===== config.mk =====
export PLATFORM = sky130hd
export DESIGN_NAME = ict_timing
export DESIGN_NICKNAME = d
export VERILOG_FILES = /design/src/ict_pkg.sv /design/src/ict_timing.sv
export SDC_FILE = /design/constraint.sdc
export NUM_CORES = 1
export LEC_CHECK = 0
export BUFFER_PORTS_ARGS = -buffer_cell sky130_fd_sc_hd__buf_2
export CORE_AREA = 2 2 137 106
export DETAILED_ROUTE_END_ITERATION = 8
export DIE_AREA = 0 0 139 108
export PLACE_DENSITY_LB_ADDON = 0.12
export SLEW_MARGIN = 5
export SYNTH_ARGS = -nofsm -noshare
export SYNTH_HDL_FRONTEND = slang
export SYNTH_SLANG_ARGS = --single-unit
export TNS_END_PERCENT = 10

===== constraint.sdc =====
create_clock -name mclk -period 14.7 [get_ports mclk]
set_input_delay 2.205 -clock mclk [delete_from_list [all_inputs] [get_ports mclk]]
set_output_delay 2.205 -clock mclk [all_outputs]
set_load 0.02 [all_outputs]

===== src/ict_pkg.sv =====
// Constants and types for the execute-stage cycle timing model
package ict_pkg;

	typedef enum logic [1:0] {
		ICT_CYC_S,
		ICT_CYC_N,
		ICT_CYC_I,
		ICT_CYC_C
	} ict_cyc_t;

	typedef enum logic [2:0] {
		ICT_DATA_OP,
		ICT_SINGLE_WORD_LOAD,
		ICT_DOUBLEWORD_LOAD,
		ICT_MULTI_REGISTER_LOAD,
		ICT_MULTI_REGISTER_STORE,
		ICT_ATOMIC_SWAP,
		ICT_COPROC_TO_CORE_TRANSFER
	} ict_class_t;

	localparam int ICT_CNT_W         = 8;
	localparam int ICT_WORDS_W       = 5;
	localparam int ICT_BUSY_W        = 6;
	localparam logic [7:0] ICT_ZERO  = 8'h00;
	localparam logic [7:0] ICT_ONE   = 8'h01;
	localparam logic [7:0] ICT_TWO   = 8'h02;
	localparam logic [7:0] ICT_PC_I  = 8'h04;

endpackage


===== src/ict_timing.sv =====
// Execute-stage cycle timing sequencer with one-cycle-ahead bus type announce
`timescale 1ns/1ps
`default_nettype none
module ict_timing #(
	parameter int WORDS_W = ict_pkg::ICT_WORDS_W,
	parameter int BUSY_W  = ict_pkg::ICT_BUSY_W
) (
	input  wire logic                      mclk,
	input  wire logic                      nrst,
	input  wire logic                      clock_stall_enable,
	input  wire logic                      issue_valid,
	output logic                           issue_ready,
	input  wire ict_pkg::ict_class_t       issue_class,
	input  wire logic                      pc_dest,
	input  wire logic                      reg_shift,
	input  wire logic                      next_uses,
	input  wire logic                      narrow_load,
	input  wire logic [WORDS_W-1:0]        word_count,
	input  wire logic [BUSY_W-1:0]         busy_waits,
	output logic                           exec_active,
	output logic                           exec_last,
	output logic [ict_pkg::ICT_CNT_W-1:0]  exec_step,
	output logic                           announce_valid,
	output ict_pkg::ict_cyc_t              ibus_cycle,
	output ict_pkg::ict_cyc_t              dbus_cycle
);

	localparam int CW = ict_pkg::ICT_CNT_W;

	typedef enum logic [1:0] {ICT_IDLE, ICT_LEAD, ICT_EXEC} ict_state_t;

	////////////////////////////////////////////////////////////////////////
	// Bus type of one step from segment lengths
	function automatic ict_pkg::ict_cyc_t ibus_kind(input logic [CW-1:0] k,
		input logic [CW-1:0] ls, input logic [CW-1:0] ni, input logic [CW-1:0] nn);
		if (k < ls) begin
			ibus_kind = ict_pkg::ICT_CYC_S;
		end else if (k < CW'(ls + ni)) begin
			ibus_kind = ict_pkg::ICT_CYC_I;
		end else if (k < CW'(ls + ni + nn)) begin
			ibus_kind = ict_pkg::ICT_CYC_N;
		end else begin
			ibus_kind = ict_pkg::ICT_CYC_S;
		end
	endfunction

	function automatic ict_pkg::ict_cyc_t dbus_kind(input logic [CW-1:0] k,
		input logic [CW-1:0] li, input logic [CW-1:0] dn, input logic [CW-1:0] ds,
		input logic [CW-1:0] ti);
		if (k < li) begin
			dbus_kind = ict_pkg::ICT_CYC_I;
		end else if (k < CW'(li + dn)) begin
			dbus_kind = ict_pkg::ICT_CYC_N;
		end else if (k < CW'(li + dn + ds)) begin
			dbus_kind = ict_pkg::ICT_CYC_S;
		end else if (k < CW'(li + dn + ds + ti)) begin
			dbus_kind = ict_pkg::ICT_CYC_I;
		end else begin
			dbus_kind = ict_pkg::ICT_CYC_C;
		end
	endfunction

	////////////////////////////////////////////////////////////////////////
	// State
	ict_state_t    state;
	logic [CW-1:0] step, total;
	logic [CW-1:0] i_ls, i_ni, i_nn;
	logic [CW-1:0] d_li, d_n, d_s, d_ti;

	////////////////////////////////////////////////////////////////////////
	// Per-class segment decode at issue
	logic [CW-1:0] c_ls, c_ni, c_nn, c_li, c_n, c_s, c_ti, c_c, c_total;
	logic [CW-1:0] words, waits, use_i, ld_i;
	assign words = CW'(word_count);
	assign waits = CW'(busy_waits);
	assign use_i = next_uses ? ict_pkg::ICT_ONE : ict_pkg::ICT_ZERO;
	assign ld_i  = !next_uses ? ict_pkg::ICT_ZERO :
		(narrow_load ? ict_pkg::ICT_TWO : ict_pkg::ICT_ONE);

	always_comb begin
		c_ls = ict_pkg::ICT_ZERO;
		c_ni = ict_pkg::ICT_ZERO;
		c_nn = ict_pkg::ICT_ZERO;
		c_li = ict_pkg::ICT_ZERO;
		c_n  = ict_pkg::ICT_ZERO;
		c_s  = ict_pkg::ICT_ZERO;
		c_ti = ict_pkg::ICT_ZERO;
		c_c  = ict_pkg::ICT_ZERO;
		unique case (issue_class)
			ict_pkg::ICT_DATA_OP: begin
				c_li = CW'(ict_pkg::ICT_ONE + (reg_shift ? ict_pkg::ICT_ONE : ict_pkg::ICT_ZERO)
					+ (pc_dest ? ict_pkg::ICT_TWO : ict_pkg::ICT_ZERO));
			end
			ict_pkg::ICT_SINGLE_WORD_LOAD: begin
				c_n  = ict_pkg::ICT_ONE;
				c_ti = pc_dest ? ict_pkg::ICT_PC_I : ld_i;
			end
			ict_pkg::ICT_DOUBLEWORD_LOAD: begin
				c_n  = ict_pkg::ICT_ONE;
				c_s  = ict_pkg::ICT_ONE;
				c_ti = use_i;
			end
			ict_pkg::ICT_MULTI_REGISTER_LOAD: begin
				if (pc_dest) begin
					c_n  = ict_pkg::ICT_ONE;
					c_s  = CW'(words - ict_pkg::ICT_ONE);
					c_ti = ict_pkg::ICT_PC_I;
				end else if (words == ict_pkg::ICT_ONE) begin
					c_s  = ict_pkg::ICT_ONE;
					c_ti = ict_pkg::ICT_ONE;
				end else begin
					c_n  = ict_pkg::ICT_ONE;
					c_s  = CW'(words - ict_pkg::ICT_ONE);
					c_ti = use_i;
				end
			end
			ict_pkg::ICT_MULTI_REGISTER_STORE: begin
				c_n  = ict_pkg::ICT_ONE;
				if (words == ict_pkg::ICT_ONE) begin
					c_ti = ict_pkg::ICT_ONE;
				end else begin
					c_s  = CW'(words - ict_pkg::ICT_ONE);
				end
			end
			ict_pkg::ICT_ATOMIC_SWAP: begin
				c_n  = ict_pkg::ICT_TWO;
				c_ti = use_i;
			end
			ict_pkg::ICT_COPROC_TO_CORE_TRANSFER: begin
				c_li = CW'(waits + use_i);
				c_c  = ict_pkg::ICT_ONE;
			end
			default: begin
				c_li = ict_pkg::ICT_ONE;
			end
		endcase
		c_total = CW'(c_li + c_n + c_s + c_ti + c_c);
		if (pc_dest && (issue_class != ict_pkg::ICT_ATOMIC_SWAP)
			&& (issue_class != ict_pkg::ICT_DOUBLEWORD_LOAD)
			&& (issue_class != ict_pkg::ICT_MULTI_REGISTER_STORE)
			&& (issue_class != ict_pkg::ICT_COPROC_TO_CORE_TRANSFER)) begin
			c_ls = ict_pkg::ICT_ZERO;
			c_nn = ict_pkg::ICT_ONE;
			c_ni = CW'(c_total - ict_pkg::ICT_TWO - ict_pkg::ICT_ONE);
		end else begin
			c_ls = ict_pkg::ICT_ONE;
			c_nn = ict_pkg::ICT_ZERO;
			c_ni = CW'(c_total - ict_pkg::ICT_ONE);
		end
	end

	////////////////////////////////////////////////////////////////////////
	// Sequencing; stall enable low freezes everything
	logic       is_last, accept;
	ict_state_t next_state;
	logic [CW-1:0] next_step, next_total;
	logic [CW-1:0] next_ls, next_ni, next_nn, next_li, next_n, next_s, next_ti;
	logic [CW-1:0] next_k;
	logic          next_ann;

	assign is_last     = (state == ICT_EXEC) && (CW'(step + ict_pkg::ICT_ONE) == total);
	assign issue_ready = clock_stall_enable && ((state == ICT_IDLE) || is_last);
	assign accept      = issue_valid && issue_ready;
	assign exec_active = (state == ICT_EXEC);
	assign exec_last   = is_last;

	assign next_state = !clock_stall_enable ? state :
		accept ? ICT_LEAD :
		(state == ICT_LEAD) ? ICT_EXEC :
		is_last ? ICT_IDLE : state;
	assign next_step  = (!clock_stall_enable || state == ICT_IDLE) ? step :
		(state == ICT_LEAD || accept || is_last) ? ict_pkg::ICT_ZERO :
		CW'(step + ict_pkg::ICT_ONE);
	assign next_total = accept ? c_total : total;
	assign next_ls    = accept ? c_ls : i_ls;
	assign next_ni    = accept ? c_ni : i_ni;
	assign next_nn    = accept ? c_nn : i_nn;
	assign next_li    = accept ? c_li : d_li;
	assign next_n     = accept ? c_n  : d_n;
	assign next_s     = accept ? c_s  : d_s;
	assign next_ti    = accept ? c_ti : d_ti;

	// Announce the step that executes one cycle after the next one
	assign next_k   = (next_state == ICT_LEAD) ? ict_pkg::ICT_ZERO :
		CW'(next_step + ict_pkg::ICT_ONE);
	assign next_ann = (next_state == ICT_LEAD) ||
		((next_state == ICT_EXEC) && (next_k < next_total));

	always_ff @(posedge mclk or negedge nrst) begin
		if (!nrst) begin
			state <= ICT_IDLE;
			step  <= ict_pkg::ICT_ZERO;
			total <= ict_pkg::ICT_ZERO;
			i_ls  <= ict_pkg::ICT_ZERO;
			i_ni  <= ict_pkg::ICT_ZERO;
			i_nn  <= ict_pkg::ICT_ZERO;
			d_li  <= ict_pkg::ICT_ZERO;
			d_n   <= ict_pkg::ICT_ZERO;
			d_s   <= ict_pkg::ICT_ZERO;
			d_ti  <= ict_pkg::ICT_ZERO;
		end else begin
			state <= next_state;
			step  <= next_step;
			total <= next_total;
			i_ls  <= next_ls;
			i_ni  <= next_ni;
			i_nn  <= next_nn;
			d_li  <= next_li;
			d_n   <= next_n;
			d_s   <= next_s;
			d_ti  <= next_ti;
		end
	end

	////////////////////////////////////////////////////////////////////////
	// Registered announce outputs
	always_ff @(posedge mclk or negedge nrst) begin
		if (!nrst) begin
			announce_valid <= 1'b0;
			ibus_cycle     <= ict_pkg::ICT_CYC_I;
			dbus_cycle     <= ict_pkg::ICT_CYC_I;
			exec_step      <= ict_pkg::ICT_ZERO;
		end else begin
			announce_valid <= next_ann;
			ibus_cycle     <= next_ann ? ibus_kind(next_k, next_ls, next_ni, next_nn)
				: ict_pkg::ICT_CYC_I;
			dbus_cycle     <= next_ann ? dbus_kind(next_k, next_li, next_n, next_s, next_ti)
				: ict_pkg::ICT_CYC_I;
			exec_step      <= next_step;
		end
	end

endmodule
`default_nettype wire


==> reports/metrics.csv, run 1 <==
metric;value;unit
area delta synth->final;8.57;%
number of remaining DRC errors;0;
worst path bufs/invs;5;
max capacitance violation total;0;
fraction of power spent switching nets;47.6;%
Slew HR;26.7;%
shortest period the worst path allows;9.32;ns
buffers inserted during post-CTS setup optimization;0;
average wire per cell in the routed design;18.7;um
DIE HEIGHT;108;um
clock slew seen by the registers of the worst setup and hold paths;0.06;ns
routed length on met1;9260;um
total inserted antenna cells;0;
fraction of layout cells with a size suffix above 1;9.91;%
CTS tree;yes;
core region area;13500;um^2
Fin Setup TNS;0;ns
H-tree depth;3;
Via-to-Cell Ratio;5.93;
DRC marker count from the first detailed-route iteration;386;
Final GP Congestion;0.868;
Pwr Density;206;nW/um^2
Clock Skew;0.00914;ns
overall power of the completed layout;1.65;mW
total met2 wirelength after detailed routing;8480;um
reg-to-reg setup timing slack;7.51;ns
cell types occupying the most area after synthesis;dfrtp_1, ha_1, nand2_1;
switching power;0.783;mW
Crit path top cell by count;ha_1;
data required time of the worst path;14.93;ns
worst min-delay path startpoint;d_s[5]$_DFF_PN0_;
top metal layer carrying routed signals;met4;
count of instances resized after the clock tree is built;0;
Final Hold Viols;0;
largest net degree at the start of global routing;80;
Via Count;6190;
highest attainable clock frequency;107;MHz
average cell area after synthesis;8.84;um^2
capture instance of the worst register-to-register path;dbus_cycle[0]$_DFF_PN0_;
number of nets in the final layout;1011;
fraction of synthesis flops using an asynchronous set or reset pin;100;%
worst slew pin tran;1.09;ns
mapped cell area;7350;um^2
fin. max-slew vios;0;
total area of multi-input combinational cells;4970;um^2
Main synth FF type;dfrtp_1;
kind of cell adding the most delay to the critical path;adder cells;
sequential power share;18.6;%
HPWL reported at the end of detailed placement;14800;um
clock latency on the worst-skew pair;0.36;ns
synthesis-stage register bit count;79;
Setup WS post-layout;5.38;ns
category of the worst setup path capture point;flip-flop;
Reg2Reg Launch Point;exec_step[0]$_DFF_PN0_;
Post-synth EDFFs;0;
Yosys warnings;0;
worst slack after detailed placement;5.17;ns
total overflow reported by the global router;0;
final standard cell area without fillers;7990;um^2
cell with the biggest individual delay on the critical path;fa_1;
Worst Hold Depth;2;
initial core utilization;54.4;%
endpoint of the worst hold-timing path;d_s[5]$_DFF_PN0_;
Internal;0.863;mW
portion of the post-synthesis area used by sequential elements;26.9;%
CP startpoint kind;input pin;
clock network power share;13.9;%
post-route ant nets;0;
length of the first detailed-routing pass in iterations;5;
vias in the first global route;6153;
full die area;15000;um^2
post-layout util;59.1;%
LEAKAGE;4.33;nW
buffer type at the clock tree root;clkbuf_16;
number of buffers inserted during clock tree synthesis;9;
flip-flop and latch area;1980;um^2
worst hold path class;flip-flop to flip-flop;
CTS sink cnt;79;
Gate power share;67.6;%
maximum cell stage delay along the critical path;0.53;ns
number of buffers between clock root and the deepest sink;2;
antenna violations before repair;0;
total met3 wirelength after detailed routing;1350;um
post-synthesis net count;980;
RSZ-0062 raised after global routing;false;
Final Setup Violations;0;
biggest area consumer among synthesized cells;dfrtp_1;
I/O pin total;38;
Total Routing Usage GR;27.2;%
fraction of the cycle the final worst path needs;63.4;%
number of cells on the worst reg-to-reg path;29;
Die Span X;139;um
cell count after synthesis;832;
quantity of hold-fixing buffers added after cts;0;
run status;completed;
Cell variety after synth;77;
worst vdd rail ir drop;0.123;mV
type of the worst setup path;input pin to flip-flop;
number of standard-cell rows in the floorplan;37;
input/output buffers;37;
Synth top area share;26.2;%
global-route wire length before repair;31800;um
CP Data Arrival Time;9.55;ns
instance area after placement;7690;um^2
worst-path maximum fanout;5;
drt total wl;19500;um
Filler Cells Inserted;1199;
[layout make-up]
type	count	area share, %
clock buffer	12	3.09
timing repair buffer	43	2.91
inverter	78	3.67
clock inverter	4	0.564
sequential	79	24.8
tap	175	2.74
multi-input combinational	652	62.2
[how the worst max path moves through the flow]
stage | end | from | depth (start not counted)
after floorplan | ibus_cycle[0]$_DFF_PN0_ | word_count[1] | 33
after global placement | ibus_cycle[0]$_DFF_PN0_ | word_count[1] | 34
after detailed placement | ibus_cycle[0]$_DFF_PN0_ | word_count[1] | 34
after CTS | ibus_cycle[0]$_DFF_PN0_ | word_count[1] | 34
after global routing | ibus_cycle[0]$_DFF_PN0_ | word_count[1] | 36
final | ibus_cycle[0]$_DFF_PN0_ | word_count[1] | 34
[sequential cells by signal, summed over array words and instances, names as in the netlist]
signal,cells
d_ti,8
exec_step,8
state,2
announce_valid,1
d_n,8
total,8
d_s,8
i_ni,8
ibus_cycle,2
d_li,8
dbus_cycle,2
i_nn,8
i_ls,8
[power groups by stage]
stage | clock (mW) | sequential, mW | combinational [mW]
2_1_floorplan | 0 | 0.304 | 0.826
3_5_place_dp | 0 | 0.309 | 1.09
5_1_grt | 0.241 | 0.312 | 1.26
3_3_place_gp | 0 | 0.307 | 1.05
6_report | 0.228 | 0.305 | 1.11
4_1_cts | 0.233 | 0.305 | 1.10
[Yosys cell counts, types with 9 or more instances]
master and count:
xnor2_1 28, o21a_1 12, clkbuf_1 9, nor2_1 38
nor3_1 27, a21o_1 35, nand2_1 86, xor2_1 31
ha_1 115, fa_1 11, inv_1 73, and3_1 26
o21ai_0 30, o21ai_1 13, nand2b_1 10, nand3_1 14
nor2b_1 14, nand4_1 9, dfrtp_1 77, a21oi_1 52
[per-stage QoR]
step	cells	hold WS, ns
floorplan	832	0.446
global placement	1027	0.468
detailed placement	1027	0.475
CTS	1043	0.487
global route	1043	0.521
finish	1043	0.491
[cells in the final DEF, fill, tap and decap left out, drive strengths merged, types with 14 or more instances in the layout]
cell type / count
a21oi: 52
xnor2: 28
buf: 43
nor3: 27
ha: 115
o21ai: 44
xor2: 32
a21o: 35
nor2: 38
dfrtp: 77
nor2b: 14
nand2: 87
inv: 78
nand3: 16
and3: 26
[tightest hold or removal path: cells and delay by family (launching register included)]
kind,cells,cell delay [ns]
flops,1,0.32
simple gates,2,0.13
[routing by layer]
metal | vias up | global-route usage, %
met1 | 2973 | 37.3
met5 | - | 0
li1 | 3002 | -
met4 | 0 | 8.51
met3 | 30 | 6.69
met2 | 185 | 42.9
[kinds of logic after synthesis]
logic type	after synthesis	synth area share [%]
AO/OA/AOI/OAI	194	17.8
flip-flops	79	26.9
XOR/XNOR	61	7.55
multiplexers	10	1.46
AND/OR/NAND/NOR	260	17.9
buffers and inverters	101	5.68
adder cells (fa/ha/maj)	127	22.7
(Power assumes the default switching activity.)
==> run 2: changes to the inputs <==
Clock period 14.7 ns to 8.2 ns, I/O delays scaled along.
==> run 2 against run 1 <==
- sequential power up 80%
- register-to-register slack lost 6.1 ns
- setup slack worse by 5.0 ns
- core utilization is 1.2 points higher
- clock skew hardly changed
- die area unchanged
- count of clock-buffer cells in the layout shrank 2
- total power is 83% higher
- critical path depth is 1 lower
- first-iteration DRC count is 15% higher
- cell count rose by 0.96%
- combinational power rose by 85%
- highest routed layer unchanged
==> reports/metrics.csv, run 2 (same netlist as run 1, synthesis figures left out) <==
metric;value;unit;change
run status;completed;;
reg-to-reg setup timing slack;1.36;ns;-6.15 ns
Via-to-Cell Ratio;5.91;;-0.44%
Reg2Reg Launch Point;exec_step[0]$_DFF_PN0_;;
length of the first detailed-routing pass in iterations;5;;unchanged
H-tree depth;3;;unchanged
number of buffers inserted during clock tree synthesis;9;;unchanged
buffers inserted during post-CTS setup optimization;0;;unchanged
worst-path maximum fanout;4;;-1
average wire per cell in the routed design;18.2;um;-2.3%
overall power of the completed layout;3.01;mW;+83%
maximum cell stage delay along the critical path;0.48;ns;-0.05 ns
total overflow reported by the global router;0;;unchanged
quantity of hold-fixing buffers added after cts;0;;unchanged
Final GP Congestion;0.901;;+3.7%
full die area;15000;um^2;unchanged
CP Data Arrival Time;8.08;ns;-1.47 ns
buffer type at the clock tree root;clkbuf_16;;
largest net degree at the start of global routing;56;;-30%
input/output buffers;37;;unchanged
core region area;13500;um^2;unchanged
Clock Skew;0.00963;ns;+0.000489 ns
fraction of the cycle the final worst path needs;95.4;%;
Via Count;6222;;+0.52%
endpoint of the worst hold-timing path;i_nn[0]$_DFF_PN0_;;
worst vdd rail ir drop;0.212;mV;+73%
Final Hold Viols;0;;unchanged
number of remaining DRC errors;0;;unchanged
number of nets in the final layout;1021;;+0.99%
clock latency on the worst-skew pair;0.35;ns;about the same
total inserted antenna cells;0;;unchanged
capture instance of the worst register-to-register path;dbus_cycle[0]$_DFF_PN0_;;
Worst Hold Depth;1;;-1
HPWL reported at the end of detailed placement;14800;um;+0.30%
number of buffers between clock root and the deepest sink;2;;unchanged
shortest period the worst path allows;7.82;ns;
clock slew seen by the registers of the worst setup and hold paths;0.06;ns;about the same
DIE HEIGHT;108;um;unchanged
most frequent cells in the layout;ha_1, nand2_1, dfrtp_1;;
Total Routing Usage GR;26.9;%;-0.33 points
post-route ant nets;0;;unchanged
initial core utilization;54.4;%;unchanged
Crit path top cell by count;ha_1;;
CTS tree;yes;;
RSZ-0062 raised after global routing;false;;
Filler Cells Inserted;1143;;-4.7%
fin. max-slew vios;0;;unchanged
post-layout util;60.3;%;+1.2 points
number of placed instances, taps included;1037;;+0.97%
antenna violations before repair;0;;unchanged
number of standard-cell rows in the floorplan;37;;unchanged
fraction of layout cells with a size suffix above 1;12.5;%;+2.6 points
CP startpoint kind;input pin;;
Die Span X;139;um;unchanged
worst hold path class;flip-flop to flip-flop;;
highest attainable clock frequency;128;MHz;
cell with the biggest individual delay on the critical path;fa_1;;
final standard cell area without fillers;8150;um^2;+2.1%
count of instances resized after the clock tree is built;0;;unchanged
Pwr Density;370;nW/um^2;+79%
number of cells on the worst reg-to-reg path;30;;+3.4%
data required time of the worst path;8.45;ns;-6.48 ns
CTS sink cnt;79;;unchanged
category of the worst setup path capture point;flip-flop;;
vias in the first global route;6154;;+0.016%
worst min-delay path startpoint;i_nn[0]$_DFF_PN0_;;
type of the worst setup path;input pin to flip-flop;;
LEAKAGE;4.40;nW;+1.6%
count of placed standard cells in the final layout, fillers left out;1053;;+0.96%
max capacitance violation total;0;;unchanged
leading cell type in the layout, fill and taps excluded;ha_1;;
global-route wire length before repair;31600;um;-0.76%
area delta synth->final;10.8;%;
Slew HR;21.0;%;-5.7 points
worst slew pin tran;1.18;ns;+0.0887 ns
DRC marker count from the first detailed-route iteration;442;;+15%
Final Setup Violations;0;;unchanged
instance area after placement;7770;um^2;+0.98%
I/O pin total;38;;unchanged
drt total wl;19200;um;-1.4%
==> run 2: per-stage QoR <==
| step | setup TNS, ns | hold slack (ns) | setup WS, ns |
|---|---|---|---|
| after floorplan | 0 | 0.446 | 0.472 |
| after global placement | 0 | 0.468 | 0.0823 |
| after detailed placement | -0.186 | 0.471 | -0.186 |
| after CTS | 0 | 0.487 | 0.140 |
| after global routing | 0 | 0.519 | 0.0106 |
| final | 0 | 0.483 | 0.377 |
==> run 2: per-layer routing <==
| metal | GRT usage (%) | up-vias | share of wire (%) |
|---|---|---|---|
| met5 | 0 | - | 0 |
| met4 | 6.57 | 0 | 1.3 |
| met3 | 5.62 | 18 | 5.9 |
| met2 | 43.0 | 154 | 44 |
| met1 | 37.7 | 3033 | 49 |
| li1 | - | 3017 | - |
==> run 2: layout make-up <==
type / count / area (um^2) / area share [%]
Multi-Input combinational cell: 652 / 5040 / 61.9
Sequential cell: 79 / 1980 / 24.3
Timing Repair Buffer: 53 / 308 / 3.78
Inverter: 78 / 293 / 3.59
Clock buffer: 10 / 239 / 2.93
Tap cell: 175 / 219 / 2.69
Clock inverter: 6 / 70.1 / 0.860
==> run 2: worst max-delay path by stage <==
stage,start,depth (start not counted),to
2_1_floorplan,word_count[1],33,ibus_cycle[0]$_DFF_PN0_
3_3_place_gp,word_count[1],34,ibus_cycle[0]$_DFF_PN0_
3_5_place_dp,word_count[1],36,ibus_cycle[0]$_DFF_PN0_
4_1_cts,word_count[1],36,ibus_cycle[0]$_DFF_PN0_
5_1_grt,word_count[1],34,ibus_cycle[0]$_DFF_PN0_
6_report,word_count[1],33,ibus_cycle[0]$_DFF_PN0_
==> run 2: worst max-delay path, delay by kind of cell <==
family,cells,cell delay (ns)
adder cells (fa/ha/maj),8,2.51
AND/OR/NAND/NOR,9,2.09
XOR/XNOR,5,1.03
AO/OA/AOI/OAI,6,0.87
buffers and inverters,5,0.35
==> run 2: power by group <==
group | switching, mW | internal, mW | total [mW]
clock | 0.173 | 0.245 | 0.418
combinational | 1.20 | 0.842 | 2.05
sequential | 0.0668 | 0.483 | 0.550
total | 1.44 | 1.57 | 3.01
==> run 3: changes to the inputs <==
Settings changed: RECOVER_POWER from default to 50.
==> run 3 against run 2 <==
- critical path type unchanged
- clock skew is 0.00096 ns higher
- sequential share of layout area is 0.052 points higher
- clock power hardly changed
- design area is 0.21% lower
- the run now ends with max-capacitance violations, max-slew violations left
- sequential power hardly changed
- fmax hardly changed
- first-iteration DRC count is 6.8% lower
- total power hardly changed
- combinational power hardly changed
- count of clock-buffer cells in the layout stayed put
- non-clock buffer count stayed put
==> reports/metrics.csv, run 3 (same netlist as run 1, synthesis figures left out) <==
metric;value;unit;change
clock latency on the worst-skew pair;0.35;ns;about the same
drt total wl;19200;um;+0.17%
overall power of the completed layout;3.01;mW;about the same
largest net degree at the start of global routing;56;;unchanged
Reg2Reg Launch Point;exec_step[0]$_DFF_PN0_;;
violations in the final reports;max-capacitance violations, max-slew violations;;
Die Span X;139;um;unchanged
critical path startpoint;word_count[1];;
vias in the first global route;6154;;unchanged
Final Setup Violations;0;;unchanged
type of the worst setup path;input pin to flip-flop;;
clock network power share;13.9;%;about the same
global-route wire length before repair;31600;um;unchanged
highest attainable clock frequency;128;MHz;about the same
Clock Skew;0.0106;ns;+0.000956 ns
clock slew seen by the registers of the worst setup and hold paths;0.06;ns;about the same
CP Data Arrival Time;8.08;ns;about the same
average wire per cell in the routed design;18.2;um;+0.17%
run status;finished with violations;;
Fin Setup TNS;0;ns;unchanged
worst vdd rail ir drop;0.212;mV;+0.17%
reg-to-reg setup timing slack;1.35;ns;about the same
HPWL reported at the end of detailed placement;14800;um;unchanged
core region area;13500;um^2;unchanged
worst slew pin tran;2.91;ns;+1.73 ns
maximum cell stage delay along the critical path;0.48;ns;about the same
worst-path maximum fanout;4;;unchanged
worst hold path class;flip-flop to flip-flop;;
LEAKAGE;4.37;nW;-0.78%
Via-to-Cell Ratio;5.91;;about the same
CP startpoint kind;input pin;;
sequential power share;18.3;%;about the same
category of the worst setup path capture point;flip-flop;;
worst min-delay path startpoint;i_nn[0]$_DFF_PN0_;;
buffers inserted during post-CTS setup optimization;0;;unchanged
most frequent cells in the layout;ha_1, nand2_1, dfrtp_1;;
Slew HR;-94.0;%;-120 points
Final GP Congestion;0.901;;unchanged
max capacitance violation total;1;;+1
DIE HEIGHT;108;um;unchanged
Setup WS post-layout;0.373;ns;-0.00443 ns
I/O pin total;38;;unchanged
number of buffers between clock root and the deepest sink;2;;unchanged
count of instances resized after the clock tree is built;0;;unchanged
CTS sink cnt;79;;unchanged
initial core utilization;54.4;%;unchanged
total overflow reported by the global router;0;;unchanged
length of the first detailed-routing pass in iterations;5;;unchanged
RSZ-0062 raised after global routing;false;;
worst slack after detailed placement;-0.186;ns;unchanged
post-layout util;60.2;%;-0.13 points
number of nets in the final layout;1021;;unchanged
number of buffers inserted during clock tree synthesis;9;;unchanged
flip-flop and latch area;1980;um^2;unchanged
number of remaining DRC errors;0;;unchanged
fraction of the cycle the final worst path needs;95.5;%;about the same
Gate power share;67.9;%;about the same
Filler Cells Inserted;1152;;+0.79%
leading cell type in the layout, fill and taps excluded;ha_1;;
total area of multi-input combinational cells;5040;um^2;unchanged
Final Hold Viols;0;;unchanged
cell with the biggest individual delay on the critical path;fa_1;;
full die area;15000;um^2;unchanged
fin. max-slew vios;55;;+55
area delta synth->final;10.6;%;
post-route ant nets;0;;unchanged
buffer type at the clock tree root;clkbuf_16;;
antenna violations before repair;0;;unchanged
shortest period the worst path allows;7.83;ns;+0.00443 ns
number of standard-cell rows in the floorplan;37;;unchanged
Crit path top cell by count;ha_1;;
DRC marker count from the first detailed-route iteration;412;;-6.8%
H-tree depth;3;;unchanged
Pwr Density;370;nW/um^2;+0.18%
Internal;1.57;mW;-0.14%
Via Count;6228;;+0.096%
input/output buffers;37;;unchanged
quantity of hold-fixing buffers added after cts;0;;unchanged
fraction of power spent switching nets;47.9;%;+0.051 points
data required time of the worst path;8.45;ns;about the same
Total Routing Usage GR;26.9;%;unchanged
fraction of layout cells with a size suffix above 1;11.4;%;-1.1 points
switching power;1.44;mW;about the same
total inserted antenna cells;0;;unchanged
CTS tree;yes;;
## run 3: cell count changes in the layout (fill, tap and decap cells not counted)
| cell | change |
|---|---|
| clkbuf_1 | +10 |
| buf_4 | -2 |
| buf_2 | -8 |
## run 3: path summary, 6_finish.rpt
check,cells past startpoint,endpoint
max,33,ibus_cycle[0]$_DFF_PN0_
min,1,i_nn[0]$_DFF_PN0_
max reg2reg,30,dbus_cycle[0]$_DFF_PN0_
min reg2reg,1,i_nn[0]$_DFF_PN0_
max in group asynchronous,2,i_nn[0]$_DFF_PN0_
min in group asynchronous,1,d_s[7]$_DFF_PN0_
## run 3: power groups by stage
stage                     combinational (mW)  clock [mW]  sequential (mW)
after floorplan                         1.48           0            0.546
after global placement                  1.91           0            0.553
after detailed placement                1.98           0            0.555
after CTS                               1.99       0.425            0.548
after global routing                    2.29       0.441            0.560
final                                   2.04       0.417            0.550
## run 3: layout make-up
class                   count  share of cell area, %
clock inverters             6                  0.861
inverters                  78                   3.60
clock buffers              10                   2.94
flip-flops and latches     79                   24.3
well taps                 175                   2.69
repair buffers             53                   3.57
multi-input cells         652                   62.0
## run 3: worst max-delay path: cells and delay by family
family	cells	cell delay (ns)
simple gates	9	2.10
compound gates	6	0.87
buf+inv	5	0.35
xor+xnor	5	1.03
fa+ha+maj	8	2.51
## run 3: metal layers
metal | vias to the layer above | share of wire, % | track usage (%)
met5 | - | 0 | 0
met4 | 0 | 1.2 | 6.57
met3 | 17 | 5.7 | 5.62
met2 | 147 | 44 | 43.0
met1 | 3042 | 49 | 37.7
li1 | 3022 | - | -
## run 3: per-stage QoR
stage | std cells | area [um^2] | hold slack [ns]
global placement | 1037 | 7770 | 0.468
floorplan | 832 | 7350 | 0.446
CTS | 1053 | 8080 | 0.487
finish | 1053 | 8130 | 0.484
global route | 1053 | 8130 | 0.519
detailed placement | 1037 | 7770 | 0.471
